<file path="config.mk">
export PLATFORM = sky130hd
export DESIGN_NAME = tpwm_top
export DESIGN_NICKNAME = d
export VERILOG_FILES = /design/src/logic/tpwm_pkg.sv /design/src/logic/tpwm_prescaler.sv /design/src/logic/tpwm_channel.sv /design/src/logic/tpwm_top.sv
export SDC_FILE = /design/constraint.sdc
export NUM_CORES = 1
export LEC_CHECK = 0
export BUFFER_PORTS_ARGS = -buffer_cell sky130_fd_sc_hd__buf_2
export CAP_MARGIN = 20
export CELL_PAD_IN_SITES_DETAIL_PLACEMENT = 1
export CELL_PAD_IN_SITES_GLOBAL_PLACEMENT = 1
export CORE_ASPECT_RATIO = 1.25
export CORE_UTILIZATION = 50
export DETAILED_ROUTE_END_ITERATION = 6
export GPL_TIMING_DRIVEN = 0
export PLACE_DENSITY = 0.85
export SYNTH_ARGS = -nofsm -noshare
export SYNTH_HDL_FRONTEND = slang
export SYNTH_SLANG_ARGS = --single-unit
</file>
<file path="constraint.sdc">
create_clock -name clk_in -period 4.7 [get_ports clk_in]
set_input_delay 0.94 -clock clk_in [delete_from_list [all_inputs] [get_ports clk_in]]
set_output_delay 0.94 -clock clk_in [all_outputs]
set_load 0.05 [all_outputs]
</file>
<file path="src/logic/tpwm_pkg.sv">
// Package for the two-channel timer PWM block: register offsets, field positions,
// reset values and timing figures.
// Assumes an 8-bit register port with one-cycle read latency.
package tpwm_pkg;
   // Register offsets
   localparam logic [3:0] TPWM_OFS_TIMER_CTRL_STAT = 4'h0;
   localparam logic [3:0] TPWM_OFS_COUNT_HI = 4'h1;
   localparam logic [3:0] TPWM_OFS_COUNT_LO = 4'h2;
   localparam logic [3:0] TPWM_OFS_MOD_HI = 4'h3;
   localparam logic [3:0] TPWM_OFS_MOD_LO = 4'h4;
   localparam logic [3:0] TPWM_OFS_CHAN0_CTRL_STAT = 4'h5;
   localparam logic [3:0] TPWM_OFS_CH0_HI = 4'h6;
   localparam logic [3:0] TPWM_OFS_CH0_LO = 4'h7;
   localparam logic [3:0] TPWM_OFS_CHAN1_CTRL_STAT = 4'h8;
   localparam logic [3:0] TPWM_OFS_CH1_HI = 4'h9;
   localparam logic [3:0] TPWM_OFS_CH1_LO = 4'ha;
   // Timer control/status fields
   localparam int TPWM_TS_OVF = 7;
   localparam int TPWM_TS_OVIE = 6;
   localparam int TPWM_TS_HALT = 5;
   localparam int TPWM_TS_CRST = 4;
   localparam int TPWM_TS_PS_LSB = 0;
   localparam logic [7:0] TPWM_TS_RESET = 8'h20;
   // Channel control/status fields
   localparam int TPWM_CS_FLAG = 7;
   localparam int TPWM_CS_IE = 6;
   localparam int TPWM_CS_MSB = 5;
   localparam int TPWM_CS_MSA = 4;
   localparam int TPWM_CS_ELSB = 3;
   localparam int TPWM_CS_ELSA = 2;
   localparam int TPWM_CS_TOV = 1;
   localparam int TPWM_CS_MAX = 0;
   localparam logic [7:0] TPWM_CS_RESET = 8'h00;
   localparam logic [15:0] TPWM_MOD_RESET = 16'hffff;
   localparam logic [15:0] TPWM_CH_RESET = 16'h0000;
   // Prescaler
   localparam int TPWM_PS_MAX_CODE = 6;
   localparam logic [2:0] TPWM_PS_NONE = 3'h7;
endpackage : tpwm_pkg

</file>
<file path="src/logic/tpwm_prescaler.sv">
// Prescaler: one-cycle tick at bus clock divided by 2^code, codes 0 to 6.
// Assumes run and clear come from logic on the same clock.
`timescale 1ns/10ps
module tpwm_prescaler #(
   parameter int DIV_BITS = 6
) (
   // Clock and reset
   input wire logic clk_in,
   input wire logic rst_n_in,
   // Control
   input wire logic run_in,
   input wire logic clear_in,
   input wire logic [2:0] prescale_select_in,
   // Tick
   output logic tick_out
);
   logic [DIV_BITS-1:0] div_q;
   logic [DIV_BITS-1:0] mask;

   assign mask = DIV_BITS'((1 << prescale_select_in) - 1);

   always_ff @(posedge clk_in) begin
      if (!rst_n_in || clear_in) begin
         div_q <= '0;
      end else if (run_in) begin
         div_q <= div_q + 1'b1;
      end
   end

   // Code 7 gives no clock at all
   assign tick_out = run_in && (prescale_select_in != tpwm_pkg::TPWM_PS_NONE)
                     && ((div_q & mask) == mask);
endmodule : tpwm_prescaler

</file>
<file path="src/logic/tpwm_channel.sv">
// One timer channel: compare match, output level and event flag.
// Assumes count, tick and flag clear requests come from the same clock.
`timescale 1ns/10ps
module tpwm_channel (
   // Clock and reset
   input wire logic clk_in,
   input wire logic rst_n_in,
   // Timer state
   input wire logic tick_in,
   input wire logic overflow_in,
   input wire logic [15:0] count_in,
   input wire logic [15:0] compare_in,
   // Setup
   input wire logic enable_in,
   input wire logic [1:0] edge_level_sel_in,
   input wire logic toggle_on_overflow_in,
   input wire logic full_duty_select_in,
   input wire logic initial_low_in,
   input wire logic flag_clear_in,
   // Results
   output logic pin_out,
   output logic channel_event_flag_out
);
   logic match;
   logic pin_q;
   logic flag_q;

   // Compare against the live value: no hidden latch, so late writes miss
   assign match = enable_in && tick_in && (count_in == compare_in);

   always_ff @(posedge clk_in) begin
      if (!rst_n_in) begin
         pin_q <= 1'b0;
      end else if (!enable_in) begin
         pin_q <= ~initial_low_in;
      end else if (toggle_on_overflow_in && full_duty_select_in) begin
         pin_q <= ~edge_level_sel_in[0];
      end else if (match) begin
         case (edge_level_sel_in)
            2'h1: pin_q <= ~pin_q;
            2'h2: pin_q <= 1'b0;
            2'h3: pin_q <= 1'b1;
            default: pin_q <= pin_q;
         endcase
      end else if (tick_in && overflow_in && toggle_on_overflow_in) begin
         pin_q <= ~pin_q;
      end
      // No overflow toggle without the enable, so output holds ~initial_low_in
   end

   // Set wins over a clear in the same cycle
   always_ff @(posedge clk_in) begin
      if (!rst_n_in) begin
         flag_q <= 1'b0;
      end else if (match) begin
         flag_q <= 1'b1;
      end else if (flag_clear_in) begin
         flag_q <= 1'b0;
      end
   end

   assign pin_out = pin_q;
   assign channel_event_flag_out = flag_q;
endmodule : tpwm_channel

</file>
<file path="src/logic/tpwm_top.sv">
// Two-channel timer PWM block with optional buffered pairing of channels 0 and 1.
// Assumes a same-clock register port and same-clock mode inputs.
`timescale 1ns/10ps
module tpwm_top #(
   parameter int CHANNELS = 2
) (
   // Clock and reset
   input wire logic clk_in,
   input wire logic rst_n_in,
   // Register port
   input wire logic [3:0] reg_addr_in,
   input wire logic [7:0] reg_wdata_in,
   input wire logic reg_write_in,
   input wire logic reg_read_in,
   output logic [7:0] reg_rdata_out,
   // System state
   input wire logic wait_mode_in,
   input wire logic stop_mode_in,
   input wire logic break_active_in,
   input wire logic break_clear_enable_in,
   // Pins
   output logic chan0_pin_out,
   output logic chan0_pin_oe_out,
   output logic chan1_pin_out,
   output logic chan1_pin_oe_out,
   // Interrupt requests
   output logic overflow_irq_out,
   output logic [CHANNELS-1:0] channel_irq_out
);
   logic [7:0] timer_ctrl_stat_q;
   logic [15:0] counter_q;
   logic [15:0] period_modulo_q;
   logic [7:0] mod_hi_q;
   logic mod_pending_q;
   logic [7:0] cnt_lo_latch_q;
   logic cnt_latched_q;
   logic [7:0] chan_cs_q [CHANNELS];
   logic [15:0] chan_cmp_q [CHANNELS];
   logic [7:0] cmp_hi_q [CHANNELS];
   logic [CHANNELS-1:0] cmp_pending_q;
   logic ovf_armed_q;
   logic [CHANNELS-1:0] ch_armed_q;
   logic active_sel_q;
   logic next_sel_q;
   logic [7:0] rdata_q;
   logic run;
   logic tick;
   logic at_modulo;
   logic overflow_evt;
   logic clr_allowed;
   logic crst;
   logic ovf_clear;
   logic pair_buffer_mode;
   logic [15:0] ch0_compare;
   logic [CHANNELS-1:0] ch_flag;
   logic [CHANNELS-1:0] ch_clear;
   logic [CHANNELS-1:0] ch_pin;
   logic ts_write;
   logic ts_read;

   assign ts_write = reg_write_in && (reg_addr_in == tpwm_pkg::TPWM_OFS_TIMER_CTRL_STAT);
   assign ts_read = reg_read_in && (reg_addr_in == tpwm_pkg::TPWM_OFS_TIMER_CTRL_STAT);
   assign crst = ts_write && reg_wdata_in[tpwm_pkg::TPWM_TS_CRST];
   // Halted by software stop, stop mode or break; wait mode keeps running
   assign run = !timer_ctrl_stat_q[tpwm_pkg::TPWM_TS_HALT] && !stop_mode_in
                && !break_active_in;
   // Break blocks flag clears unless enabled
   assign clr_allowed = !break_active_in || break_clear_enable_in;
   assign pair_buffer_mode = chan_cs_q[0][tpwm_pkg::TPWM_CS_MSB];

   tpwm_prescaler #(
      .DIV_BITS(6)
   ) u_prescaler (
      .clk_in(clk_in),
      .rst_n_in(rst_n_in),
      .run_in(run),
      .clear_in(crst),
      .prescale_select_in(timer_ctrl_stat_q[tpwm_pkg::TPWM_TS_PS_LSB +: 3]),
      .tick_out(tick)
   );

   assign at_modulo = (counter_q == period_modulo_q);
   // Overflow held off while modulo high byte awaits its low byte
   assign overflow_evt = tick && at_modulo && !mod_pending_q;

   // Counter: wraps to zero on the tick after modulo, giving modulo+1 ticks
   always_ff @(posedge clk_in) begin
      if (!rst_n_in || crst) begin
         counter_q <= 16'h0000;
      end else if (tick) begin
         counter_q <= at_modulo ? 16'h0000 : counter_q + 16'h0001;
      end
   end

   // Modulo, written high then low
   always_ff @(posedge clk_in) begin
      if (!rst_n_in) begin
         period_modulo_q <= tpwm_pkg::TPWM_MOD_RESET;
         mod_hi_q <= 8'h00;
         mod_pending_q <= 1'b0;
      end else if (reg_write_in && reg_addr_in == tpwm_pkg::TPWM_OFS_MOD_HI) begin
         mod_hi_q <= reg_wdata_in;
         mod_pending_q <= 1'b1;
      end else if (reg_write_in && reg_addr_in == tpwm_pkg::TPWM_OFS_MOD_LO) begin
         period_modulo_q <= {mod_pending_q ? mod_hi_q : period_modulo_q[15:8],
                             reg_wdata_in};
         mod_pending_q <= 1'b0;
      end
   end

   // Overflow clear is a read-with-flag then write-zero; arming survives break
   assign ovf_clear = ts_write && !reg_wdata_in[tpwm_pkg::TPWM_TS_OVF] && ovf_armed_q
                      && clr_allowed;

   always_ff @(posedge clk_in) begin
      if (!rst_n_in) begin
         timer_ctrl_stat_q <= tpwm_pkg::TPWM_TS_RESET;
      end else begin
         if (ts_write) begin
            timer_ctrl_stat_q[6:0] <= {reg_wdata_in[6:5], 1'b0, 1'b0, reg_wdata_in[2:0]};
         end
         if (overflow_evt) begin
            timer_ctrl_stat_q[tpwm_pkg::TPWM_TS_OVF] <= 1'b1;
         end else if (ovf_clear) begin
            timer_ctrl_stat_q[tpwm_pkg::TPWM_TS_OVF] <= 1'b0;
         end
      end
   end

   // A new event disarms the pending clear so it cannot be lost
   always_ff @(posedge clk_in) begin
      if (!rst_n_in) begin
         ovf_armed_q <= 1'b0;
      end else if (overflow_evt || ovf_clear) begin
         ovf_armed_q <= 1'b0;
      end else if (ts_read && timer_ctrl_stat_q[tpwm_pkg::TPWM_TS_OVF] && clr_allowed) begin
         ovf_armed_q <= 1'b1;
      end
   end

   // Channel registers
   for (genvar c = 0; c < CHANNELS; c++) begin : g_chan
      localparam logic [3:0] CS_OFS = (c == 0) ? tpwm_pkg::TPWM_OFS_CHAN0_CTRL_STAT
                                               : tpwm_pkg::TPWM_OFS_CHAN1_CTRL_STAT;
      localparam logic [3:0] HI_OFS = (c == 0) ? tpwm_pkg::TPWM_OFS_CH0_HI
                                               : tpwm_pkg::TPWM_OFS_CH1_HI;
      localparam logic [3:0] LO_OFS = (c == 0) ? tpwm_pkg::TPWM_OFS_CH0_LO
                                               : tpwm_pkg::TPWM_OFS_CH1_LO;
      logic cs_wr;
      logic cs_rd;
      logic ignored;

      // Channel 1 control ignored while paired
      assign ignored = (c != 0) && pair_buffer_mode;
      assign cs_wr = reg_write_in && reg_addr_in == CS_OFS && !ignored;
      assign cs_rd = reg_read_in && reg_addr_in == CS_OFS && !ignored;
      assign ch_clear[c] = cs_wr && !reg_wdata_in[tpwm_pkg::TPWM_CS_FLAG] && ch_armed_q[c]
                           && clr_allowed;

      always_ff @(posedge clk_in) begin
         if (!rst_n_in) begin
            chan_cs_q[c] <= tpwm_pkg::TPWM_CS_RESET;
         end else if (cs_wr) begin
            // Buffer bit only exists on channel 0
            chan_cs_q[c] <= {1'b0, reg_wdata_in[6], (c == 0) ? reg_wdata_in[5] : 1'b0,
                             reg_wdata_in[4:0]};
         end
      end

      always_ff @(posedge clk_in) begin
         if (!rst_n_in) begin
            ch_armed_q[c] <= 1'b0;
         // A fresh compare disarms a pending clear, so no request is lost
         end else if (ch_clear[c] || (tick && g_unit[c].en
                      && counter_q == ((c == 0) ? ch0_compare : chan_cmp_q[c]))) begin
            ch_armed_q[c] <= 1'b0;
         end else if (cs_rd && ch_flag[c] && clr_allowed) begin
            ch_armed_q[c] <= 1'b1;
         end
      end

      // Compare value, latched whole on low byte; unpaired, a write goes live at once
      always_ff @(posedge clk_in) begin
         if (!rst_n_in) begin
            chan_cmp_q[c] <= tpwm_pkg::TPWM_CH_RESET;
            cmp_hi_q[c] <= 8'h00;
            cmp_pending_q[c] <= 1'b0;
         end else if (reg_write_in && reg_addr_in == HI_OFS) begin
            cmp_hi_q[c] <= reg_wdata_in;
            cmp_pending_q[c] <= 1'b1;
         end else if (reg_write_in && reg_addr_in == LO_OFS) begin
            chan_cmp_q[c] <= {cmp_pending_q[c] ? cmp_hi_q[c] : chan_cmp_q[c][15:8],
                              reg_wdata_in};
            cmp_pending_q[c] <= 1'b0;
         end
      end

      assign channel_irq_out[c] = ch_flag[c] && chan_cs_q[c][tpwm_pkg::TPWM_CS_IE];
   end

   // Buffered pair: track last-written pair, swap at overflow
   always_ff @(posedge clk_in) begin
      if (!rst_n_in || !pair_buffer_mode) begin
         next_sel_q <= 1'b0;
      end else if (reg_write_in && (reg_addr_in == tpwm_pkg::TPWM_OFS_CH1_LO
                                    || reg_addr_in == tpwm_pkg::TPWM_OFS_CH1_HI)) begin
         next_sel_q <= 1'b1;
      end else if (reg_write_in && (reg_addr_in == tpwm_pkg::TPWM_OFS_CH0_LO
                                    || reg_addr_in == tpwm_pkg::TPWM_OFS_CH0_HI)) begin
         next_sel_q <= 1'b0;
      end
   end

   // Channel 0 pair controls first after linking
   always_ff @(posedge clk_in) begin
      if (!rst_n_in || !pair_buffer_mode) begin
         active_sel_q <= 1'b0;
      end else if (overflow_evt) begin
         active_sel_q <= next_sel_q;
      end
   end

   assign ch0_compare = (pair_buffer_mode && active_sel_q) ? chan_cmp_q[1] : chan_cmp_q[0];

   // Channel logic; a channel is live with edge/level non-zero, channel 1 only while unpaired
   for (genvar c = 0; c < CHANNELS; c++) begin : g_unit
      logic en;
      assign en = (c == 0 || !pair_buffer_mode) &&
                  (chan_cs_q[c][tpwm_pkg::TPWM_CS_ELSB] || chan_cs_q[c][tpwm_pkg::TPWM_CS_ELSA]);
      tpwm_channel u_channel (
         .clk_in(clk_in),
         .rst_n_in(rst_n_in),
         .tick_in(tick),
         .overflow_in(at_modulo),
         .count_in(counter_q),
         .compare_in((c == 0) ? ch0_compare : chan_cmp_q[c]),
         .enable_in(en),
         .edge_level_sel_in(chan_cs_q[c][tpwm_pkg::TPWM_CS_ELSA +: 2]),
         .toggle_on_overflow_in(chan_cs_q[c][tpwm_pkg::TPWM_CS_TOV]),
         .full_duty_select_in(chan_cs_q[c][tpwm_pkg::TPWM_CS_MAX]),
         .initial_low_in(chan_cs_q[c][tpwm_pkg::TPWM_CS_MSA]),
         .flag_clear_in(ch_clear[c]),
         .pin_out(ch_pin[c]),
         .channel_event_flag_out(ch_flag[c])
      );
   end

   // Counter high-byte read latches low byte
   always_ff @(posedge clk_in) begin
      if (!rst_n_in) begin
         cnt_lo_latch_q <= 8'h00;
         cnt_latched_q <= 1'b0;
      end else if (reg_read_in && reg_addr_in == tpwm_pkg::TPWM_OFS_COUNT_HI
                   && !cnt_latched_q) begin
         cnt_lo_latch_q <= counter_q[7:0];
         cnt_latched_q <= 1'b1;
      end else if (reg_read_in && reg_addr_in == tpwm_pkg::TPWM_OFS_COUNT_LO) begin
         cnt_latched_q <= 1'b0;
      end
   end

   // Read data, one cycle later; unmapped reads zero
   always_ff @(posedge clk_in) begin
      if (!rst_n_in) begin
         rdata_q <= 8'h00;
      end else if (reg_read_in) begin
         if (reg_addr_in == tpwm_pkg::TPWM_OFS_TIMER_CTRL_STAT) begin
            rdata_q <= timer_ctrl_stat_q;
         end else if (reg_addr_in == tpwm_pkg::TPWM_OFS_COUNT_HI) begin
            rdata_q <= counter_q[15:8];
         end else if (reg_addr_in == tpwm_pkg::TPWM_OFS_COUNT_LO) begin
            rdata_q <= cnt_latched_q ? cnt_lo_latch_q : counter_q[7:0];
         end else if (reg_addr_in == tpwm_pkg::TPWM_OFS_MOD_HI) begin
            rdata_q <= period_modulo_q[15:8];
         end else if (reg_addr_in == tpwm_pkg::TPWM_OFS_MOD_LO) begin
            rdata_q <= period_modulo_q[7:0];
         end else if (reg_addr_in == tpwm_pkg::TPWM_OFS_CHAN0_CTRL_STAT) begin
            rdata_q <= {ch_flag[0], chan_cs_q[0][6:0]};
         end else if (reg_addr_in == tpwm_pkg::TPWM_OFS_CH0_HI) begin
            rdata_q <= chan_cmp_q[0][15:8];
         end else if (reg_addr_in == tpwm_pkg::TPWM_OFS_CH0_LO) begin
            rdata_q <= chan_cmp_q[0][7:0];
         end else if (reg_addr_in == tpwm_pkg::TPWM_OFS_CHAN1_CTRL_STAT) begin
            rdata_q <= {ch_flag[1], chan_cs_q[1][6:0]};
         end else if (reg_addr_in == tpwm_pkg::TPWM_OFS_CH1_HI) begin
            rdata_q <= chan_cmp_q[1][15:8];
         end else if (reg_addr_in == tpwm_pkg::TPWM_OFS_CH1_LO) begin
            rdata_q <= chan_cmp_q[1][7:0];
         end else begin
            rdata_q <= 8'h00;
         end
      end else begin
         rdata_q <= 8'h00;
      end
   end

   assign reg_rdata_out = rdata_q;
   // Requests stay live in wait mode, so they can wake the core
   assign overflow_irq_out = timer_ctrl_stat_q[tpwm_pkg::TPWM_TS_OVF]
                             && timer_ctrl_stat_q[tpwm_pkg::TPWM_TS_OVIE];
   assign chan0_pin_out = ch_pin[0];
   assign chan0_pin_oe_out = g_unit[0].en;
   assign chan1_pin_out = ch_pin[1];
   // Pin released to general I/O while paired
   assign chan1_pin_oe_out = g_unit[1].en;
endmodule : tpwm_top

</file>
==> out/metrics.cfg, run 1 <==
[sta]
slew_headroom = 0.301
worst_pin_slew_ns = 1.04
fin_tns_setup_ns = 0
finalClockSkew_ns = 0.00957
hold_viol_final = 0
slew_viol_final = 0
post-route-period-util = 0.760
layout_min_cycle_time_ns = 3.57
fmax_mhz = 280
rsz0062_at_grt = false
finalSetupViolCount = 0

[critical_path]
critPathCapture = g_unit[0].u_channel.pin_out
worstSetupStartpoint = stop_mode_in
crit_type = in2reg
critPathRequiredTime_ns = 5.02
reg2reg_from = counter_q[10]
endpoint_kind = flip-flop
reg2reg_depth = 9
reg2reg_setup_slack_ns = 1.24
worst_ep_arrival_time_ns = 3.90
cp_max_fo = 9
regToRegEndpoint = g_unit[0].u_channel.pin_out
cp-start-kind = input port

[power_and_ir_drop]
seqPwrFrac = 0.458
p_sw_frac = 0.263
leakage_nw = 3.20
pwr-share-comb = 0.080
p_int_mw = 2.18
peakVddDrop_mv = 0.260
switchingPower_mw = 0.779
p_clk_frac = 0.461
power_density_nw_per_um2 = 355

[final_layout]
nets = 878
num-fill-cells = 1690
area_growth_pct = 13.3
drive_gt1_frac = 0.108
post-route-cell-area_um2 = 8340
diodes = 0

[route]
routedWlPerCell_um = 24.8
viasPerCell = 6.15
ant_nets = 0
vias = 6440
wl_um = 25900
first_iter_violations = 505
drc = 0
drt_first_pass_iters = 5

[synth]
synth_ff_type = dfxtp_1
synth_largest_area_cell = edfxtp_1
synth_seq_cells = 142
syn_nets = 825
synth.distinct_cells = 72
avgSynthCellArea_um2 = 9.16
synth.area.top_cells = edfxtp_1 25%, dfxtp_1 22%, and2_1 5.8%
yosysWarnings = 0
ys_seq_area_frac = 0.469
netlist.area_leader.share = 0.249
synthCells = 803
syn_area_um2 = 7360
synth_edf_count = 61
async_flop_share = 0
synth.most_common_cell = nand2_1
ys_top_cells_by_count = 88 x nand2_1, 81 x dfxtp_1, 75 x nor2_1

[clock_network]
numCtsBuffers = 17
htreeDepth = 4
ctsResizeCount = 0
cts_root_buf = clkbuf_16
holdBufCountCts = 0
worstSkewPairLatency_ns = 0.44
cts.path.max_buffers = 2
cts_tree = yes
clkSlewWorstSetupHoldPaths_ns = 0.06
cts_setup_buffers = 0
cts.sinks = 142

[die]
start_util = 0.511
rows = 49
ios = 35
coreArea_um2 = 14400
die_w_um = 110
die_h_um = 138
die_area_um2 = 15200

[global_route]
grt_pass1_wl_um = 38500
gr-total-overflow = 0
grt_max_degree = 17
first_global_vias = 6505
track_usage = 0.348
antenna_found_initial = 0

[place]
placed_area_um2 = 7740
gp_congestion = 0.997
io_buffer_count = 32
hpwlAfterDp_um = 19200

[min_path]
hp-start = mod_hi_q[6]
hp-class = reg2reg

[run]
max_cap_viol_count = 0

[run_status]
status = complete, no violations

-- metal layers --
| layer | part of all wire | wire length (um) | global-route usage |
|---|---|---|---|
| met1 | 0.41 | 10600 | 0.423 |
| met2 | 0.49 | 12800 | 0.602 |
| met3 | 0.062 | 1600 | 0.0590 |
| met4 | 0.035 | 913 | 0.166 |
| met5 | 0 | 0 | 0 |
-- worst min path at each step --
stage | end | slack, ns | cells past startpoint
global placement | period_modulo_q[9] | 0.45 | 2
detailed placement | period_modulo_q[14] | 0.46 | 2
global route | period_modulo_q[8] | 0.50 | 2
CTS | period_modulo_q[14] | 0.48 | 2
finish | period_modulo_q[14] | 0.47 | 2
floorplan | cmp_pending_q[1] | 0.44 | 2
-- kinds of logic after synthesis --
family | after synthesis | share of synthesized area
compound gates | 145 | 0.128
flops | 142 | 0.469
xor+xnor | 57 | 0.0679
simple gates | 346 | 0.237
mux | 36 | 0.0507
buf+inv | 75 | 0.0435
fa+ha+maj | 2 | 0.00340
-- placed cells by master, fill, tap and decap left out, types with 11 or more instances in the layout --
cell type  instances
a21oi_1           44
dfxtp_1           81
inv_1             24
nand3_1           33
clkbuf_1          39
nand2_1           88
o21ai_0           30
buf_2             34
and2_1            68
nand4_1           11
nor2b_1           15
edfxtp_1          61
nor2_1            75
clkbuf_16         17
mux2i_1           26
xnor2_1           33
xor2_1            24
-- worst max-delay path: stages --
cell,delay [ns]
buf_2,0.10
nor3_2,0.38
o21ai_1,0.19
a221oi_4,0.52
or4b_1,0.52
or4_4,0.64
or2b_1,0.24
nor3b_1,0.07
o311a_1,0.29
-- registers in the layout, summed over array words and instances (netlist names), 8 cells and up --
register and cells:
chan_cmp_q 32, cmp_hi_q 16, counter_q 16, period_modulo_q 16, chan_cs_q 13, cnt_lo_latch_q 8
mod_hi_q 8, reg_rdata_out 8
-- through the flow --
stage	worst slack, ns	cells	power [mW]	util	hold slack (ns)
after floorplan	1.34	803	1.51	-	0.440
after global placement	0.776	1013	1.60	0.537	0.453
after detailed placement	0.710	1014	1.61	0.537	0.462
after CTS	1.10	1046	2.96	0.578	0.475
after global routing	0.987	1047	3.02	0.579	0.498
final	1.13	1047	2.96	0.579	0.475
-- power by group through the flow --
stage,Sequential (mW),Combinational (mW),Clock (mW)
4_1_cts,1.36,0.233,1.37
6_report,1.36,0.238,1.37
2_1_floorplan,1.38,0.128,0
3_5_place_dp,1.38,0.231,0
3_3_place_gp,1.38,0.223,0
5_1_grt,1.36,0.251,1.41
-- final cells by class --
class	instances	area, um2	share of cell area
multi-input combinational	586	3580	0.430
timing repair buffer	34	173	0.0207
buffer	49	223	0.0267
sequential	142	3450	0.414
tap	178	223	0.0267
clock buffer	18	429	0.0515
inverter	26	97.6	0.0117
clock inverter	14	156	0.0188
Power figures use the tool's default switching activity.
==> run 2: changes to the inputs <==
Settings changed: CORE_UTILIZATION 50 to 48, PLACE_DENSITY 0.85 to 0.82.
Clock period 4.7 ns to 3.7 ns, I/O delays scaled along.
==> out/metrics.cfg, run 2 (synthesized netlist as in run 1, its figures left out) <==
[global_route]
antenna_found_initial = 0
first_global_vias = 6752
gr-total-overflow = 0
grt_max_degree = 17
gr-usage-met2 = 0.596
use_met3 = 0.0658
grt-busiest-layer = met2
track_usage = 0.349
met1_usage = 0.434
grt_pass1_wl_um = 40200

[die]
rows = 50
die_w_um = 113
ios = 35
start_util = 0.492
coreArea_um2 = 15000
die_h_um = 140
die_area_um2 = 15800

[place]
placed_area_um2 = 7750
hpwlAfterDp_um = 19300
io_buffer_count = 32
gp_congestion = 0.961
dp.cells = 1018

[final_layout]
drive_gt1_frac = 0.108
top_register = chan_cmp_q
fin_util = 0.559
area_growth_pct = 13.6
num-fill-cells = 1750
post-route-cell-area_um2 = 8350
fin_cells = 1051
layout_common_cells = 88 x nand2_1, 81 x dfxtp_1, 75 x nor2_1
multiInputGateArea_um2 = 3580
largest_register_ffs = 32
final_common_cell = nand2_1
diodes = 0
nets = 878
regArea_um2 = 3450

[critical_path]
critPathCapture = g_unit[0].u_channel.pin_out
cp-start-kind = flip-flop
endpoint_kind = flip-flop
regToRegEndpoint = g_unit[0].u_channel.pin_out
reg2reg_setup_slack_ns = 0.31
worst_ep_arrival_time_ns = 3.70
critPathRequiredTime_ns = 4.02
worstSetupStartpoint = counter_q[10]
cp_max_fo = 6
reg2reg_from = counter_q[10]
crit_type = reg2reg
reg2reg_depth = 9

[clock_network]
ctsResizeCount = 0
cts.path.max_buffers = 2
htreeDepth = 4
worstSkewPairLatency_ns = 0.43
cts.sinks = 142
holdBufCountCts = 0
cts_setup_buffers = 0
cts_tree = yes
clkSlewWorstSetupHoldPaths_ns = 0.07
numCtsBuffers = 17
cts_root_buf = clkbuf_16

[sta]
finalSetupViolCount = 0
finalClockSkew_ns = 0.00766
layout_min_cycle_time_ns = 3.39
fmax_mhz = 295
post-route-period-util = 0.915
slew_viol_final = 0
fin_tns_setup_ns = 0
worst_pin_slew_ns = 1.07
slew_headroom = 0.281
hold_ws_ns = 0.488
rsz0062_at_grt = false
hold_viol_final = 0

[route]
drt_first_pass_iters = 5
drc = 0
ant_nets = 0
vias = 6516
viasPerCell = 6.20
routedWlPerCell_um = 25.1
wl_um = 26300
first_iter_violations = 578

[run_status]
status = complete, no violations

[power_and_ir_drop]
power_density_nw_per_um2 = 455
leakage_nw = 3.21
peakVddDrop_mv = 0.333

[run]
max_cap_viol_count = 0

[min_path]
hp-class = reg2reg

==> run 2: worst min path at each step <==
stage / cells past startpoint / endpoint / start
3_3_place_gp: 2 / period_modulo_q[15] / mod_hi_q[7]
4_1_cts: 2 / period_modulo_q[9] / mod_hi_q[1]
6_report: 2 / period_modulo_q[8] / mod_hi_q[0]
3_5_place_dp: 2 / period_modulo_q[10] / mod_hi_q[2]
2_1_floorplan: 2 / cmp_pending_q[1] / cmp_pending_q[1]
5_1_grt: 2 / timer_ctrl_stat_q[2] / timer_ctrl_stat_q[2]
==> run 2: area by class of cell <==
| type | count | share of cell area |
|---|---|---|
| repair buffers | 34 | 0.0207 |
| well taps | 182 | 0.0273 |
| clock inverters | 15 | 0.0207 |
| flip-flops and latches | 142 | 0.413 |
| multi-input cells | 586 | 0.429 |
| clock buffers | 17 | 0.0509 |
| inverters | 26 | 0.0117 |
| plain buffers | 49 | 0.0267 |
==> run 2: power by group <==
group | switching (mW) | total [mW] | internal (mW)
logic | 0.216 | 0.302 | 0.0865
registers | 0.0431 | 1.72 | 1.68
clock network | 0.759 | 1.77 | 1.02
==> run 2: metal layers <==
layer	part of all wire	routed length [um]
met5	0	0
met4	0.035	925
met3	0.064	1690
met2	0.49	12900
met1	0.41	10800
==> run 2: through the flow <==
| step | worst slack (ns) | power, mW |
|---|---|---|
| 3_5_place_dp | -0.0981 | 2.05 |
| 6_report | 0.314 | 3.80 |
| 2_1_floorplan | 0.540 | 1.92 |
| 4_1_cts | 0.319 | 3.79 |
| 5_1_grt | 0.185 | 3.89 |
| 3_3_place_gp | -0.000493 | 2.03 |
==> run 2: worst max-delay path, stage by stage (launching register included) <==
cell      delay (ns)
dfxtp_1         0.31
clkbuf_1        0.51
xor2_1          0.24
o311ai_0        0.35
o21ai_0         0.13
or4b_1          0.51
or4_4           0.63
a21oi_1         0.17
nor2_1          0.08
o311a_1         0.35
==> run 3: changes to the inputs <==
Settings changed: ABC_AREA set to 1, CORE_UTILIZATION 48 to 46, PLACE_DENSITY 0.82 to not set, PLACE_DENSITY_LB_ADDON set to 0.1.
==> out/metrics.cfg, run 3 <==
[synth]
synth_seq_cells = 142
synth.distinct_cells = 42
synthCells = 1033
avgSynthCellArea_um2 = 7.31
synth.most_common_cell = nand2_1
async_flop_share = 0
synth_edf_count = 61
yosysWarnings = 0
syn_nets = 1055
ys_seq_area_frac = 0.457
netlist.area_leader.share = 0.243
synth.area.top_cells = edfxtp_1 24%, dfxtp_1 21%, nand2_1 13%
synth_ff_type = dfxtp_1
synth_largest_area_cell = edfxtp_1
syn_area_um2 = 7550
ys_top_cells_by_count = 261 x nand2_1, 161 x nor2_1, 128 x inv_1

[clock_network]
cts.sinks = 142
cts.path.max_buffers = 2
clkSlewWorstSetupHoldPaths_ns = 0.06
numCtsBuffers = 17
ctsResizeCount = 0
htreeDepth = 4
cts_setup_buffers = 0
holdBufCountCts = 0
cts_tree = yes
worstSkewPairLatency_ns = 0.43
cts_root_buf = clkbuf_16

[critical_path]
reg2reg_setup_slack_ns = 1.30
cp_num_buf_inv = 2
cp_max_fo = 5
cp-start-kind = flip-flop
regToRegEndpoint = counter_q[8]
crit_type = reg2out
crit_cells = 3
reg2reg_depth = 10
cp_top_family = compound AO/OA/AOI/OAI gates
crit_chain = o21ai_0, inv_1, buf_2
endpoint_kind = primary output
cpMaxStageDelayCell = o21ai_0
worst_ep_arrival_time_ns = 1.99
reg2reg_from = counter_q[8]
worstSetupStartpoint = chan_cs_q[1][3]
critPathRequiredTime_ns = 2.96
max_stage_delay_ns = 0.73
critPathCapture = chan1_pin_oe_out

[min_path]
hp-class = reg2reg
hp-start = mod_hi_q[4]

[global_route]
antenna_found_initial = 0
first_global_vias = 7199
gr-total-overflow = 0
grt_max_degree = 17
track_usage = 0.337
grt_pass1_wl_um = 41500

[final_layout]
regArea_um2 = 3450
diodes = 0
num-fill-cells = 2146
nets = 1111
post-route-cell-area_um2 = 8570
largest_register_ffs = 32
multiInputGateArea_um2 = 3440
drive_gt1_frac = 0.103
fin_cells = 1318
final_common_cell = nand2_1
area_growth_pct = 13.5
layout_common_cells = 261 x nand2_1, 161 x nor2_1, 128 x inv_1
top_register = chan_cmp_q

[route]
drt_first_pass_iters = 5
viasPerCell = 5.58
routedWlPerCell_um = 20.8
drc = 0
ant_nets = 0
vias = 7354
first_iter_violations = 585
wl_um = 27400

[place]
placed_area_um2 = 8000
hpwlAfterDp_um = 20900
io_buffer_count = 33
dp.cells = 1283
place_ws_ns = 0.305
gp_congestion = 1.02

[sta]
setup_ws_ns = 0.968
hold_viol_final = 0
layout_min_cycle_time_ns = 2.73
post-route-period-util = 0.738
rsz0062_at_grt = false
slew_viol_final = 0
fmax_mhz = 366
finalClockSkew_ns = 0.00898
fin_tns_setup_ns = 0
finalSetupViolCount = 0
worst_pin_slew_ns = 0.890
hold_ws_ns = 0.460
slew_headroom = 0.400

[die]
start_util = 0.468
die_area_um2 = 16900
coreArea_um2 = 16100
ios = 35
die_h_um = 145
rows = 52
die_w_um = 117

[power_and_ir_drop]
peakVddDrop_mv = 0.287
power_density_nw_per_um2 = 430
leakage_nw = 3.73

[run_status]
status = complete, no violations

[run]
max_cap_viol_count = 0

==> run 3: cell count changes in the layout (fill, tap and decap cells not counted), moves of 15 or more <==
cell	change
nand2_1	+173
inv_1	+104
nor2_1	+86
and2_1	-68
nand3_1	+32
xnor2_1	-31
mux2i_1	-26
clkbuf_1	-23
a21oi_1	+15
nor2b_1	-15
o211ai_1	+15
==> run 3: through the flow <==
step	util	total power [mW]
final	0.531	3.69
after global routing	0.531	3.77
after CTS	0.530	3.68
after detailed placement	0.496	2.04
after global placement	0.495	2.03
after floorplan	-	1.92
==> run 3: layout make-up <==
class | count | share of cell area
buffer | 31 | 0.0187
inverter | 134 | 0.0587
multi-input combinational | 726 | 0.401
clock buffer | 17 | 0.0496
tap | 216 | 0.0315
sequential | 142 | 0.403
clock inverter | 15 | 0.0158
timing repair buffer | 37 | 0.0219
==> run 3: cells by family after synthesis <==
kind of cell / count (synthesis) / synth area share
adders and majority gates: 2 / 0.00331
and+or+nand+nor: 544 / 0.303
DFF: 142 / 0.457
xor gates and xnor gates: 26 / 0.0302
AOI/OAI and AO/OA: 154 / 0.119
buffers and inverters: 165 / 0.0878
==> run 3: worst min path at each step <==
| stage | to | slack (ns) | cells after the start |
|---|---|---|---|
| after floorplan | mod_hi_q[0] | 0.43 | 2 |
| after global placement | mod_hi_q[0] | 0.45 | 2 |
| after detailed placement | mod_hi_q[5] | 0.46 | 2 |
| after CTS | mod_hi_q[4] | 0.46 | 2 |
| after global routing | mod_hi_q[0] | 0.49 | 2 |
| final | mod_hi_q[4] | 0.46 | 2 |
==> run 3: power by group <==
part / internal [mW] / switching (mW)
Sequential: 1.68 / 0.0352
Clock: 0.931 / 0.737
Combinational: 0.0726 / 0.228
==> run 3: per-layer routing <==
layer	share of wire	wire length (um)	global-route usage
met1	0.42	11600	0.434
met4	0.033	907	0.122
met5	0	0	0
met2	0.49	13500	0.564
met3	0.053	1460	0.0514
==> run 3: tightest hold or removal path: stages (launching register included) <==
cell,delay (ns)
dfxtp_1,0.30
inv_1,0.06
a21oi_1,0.06
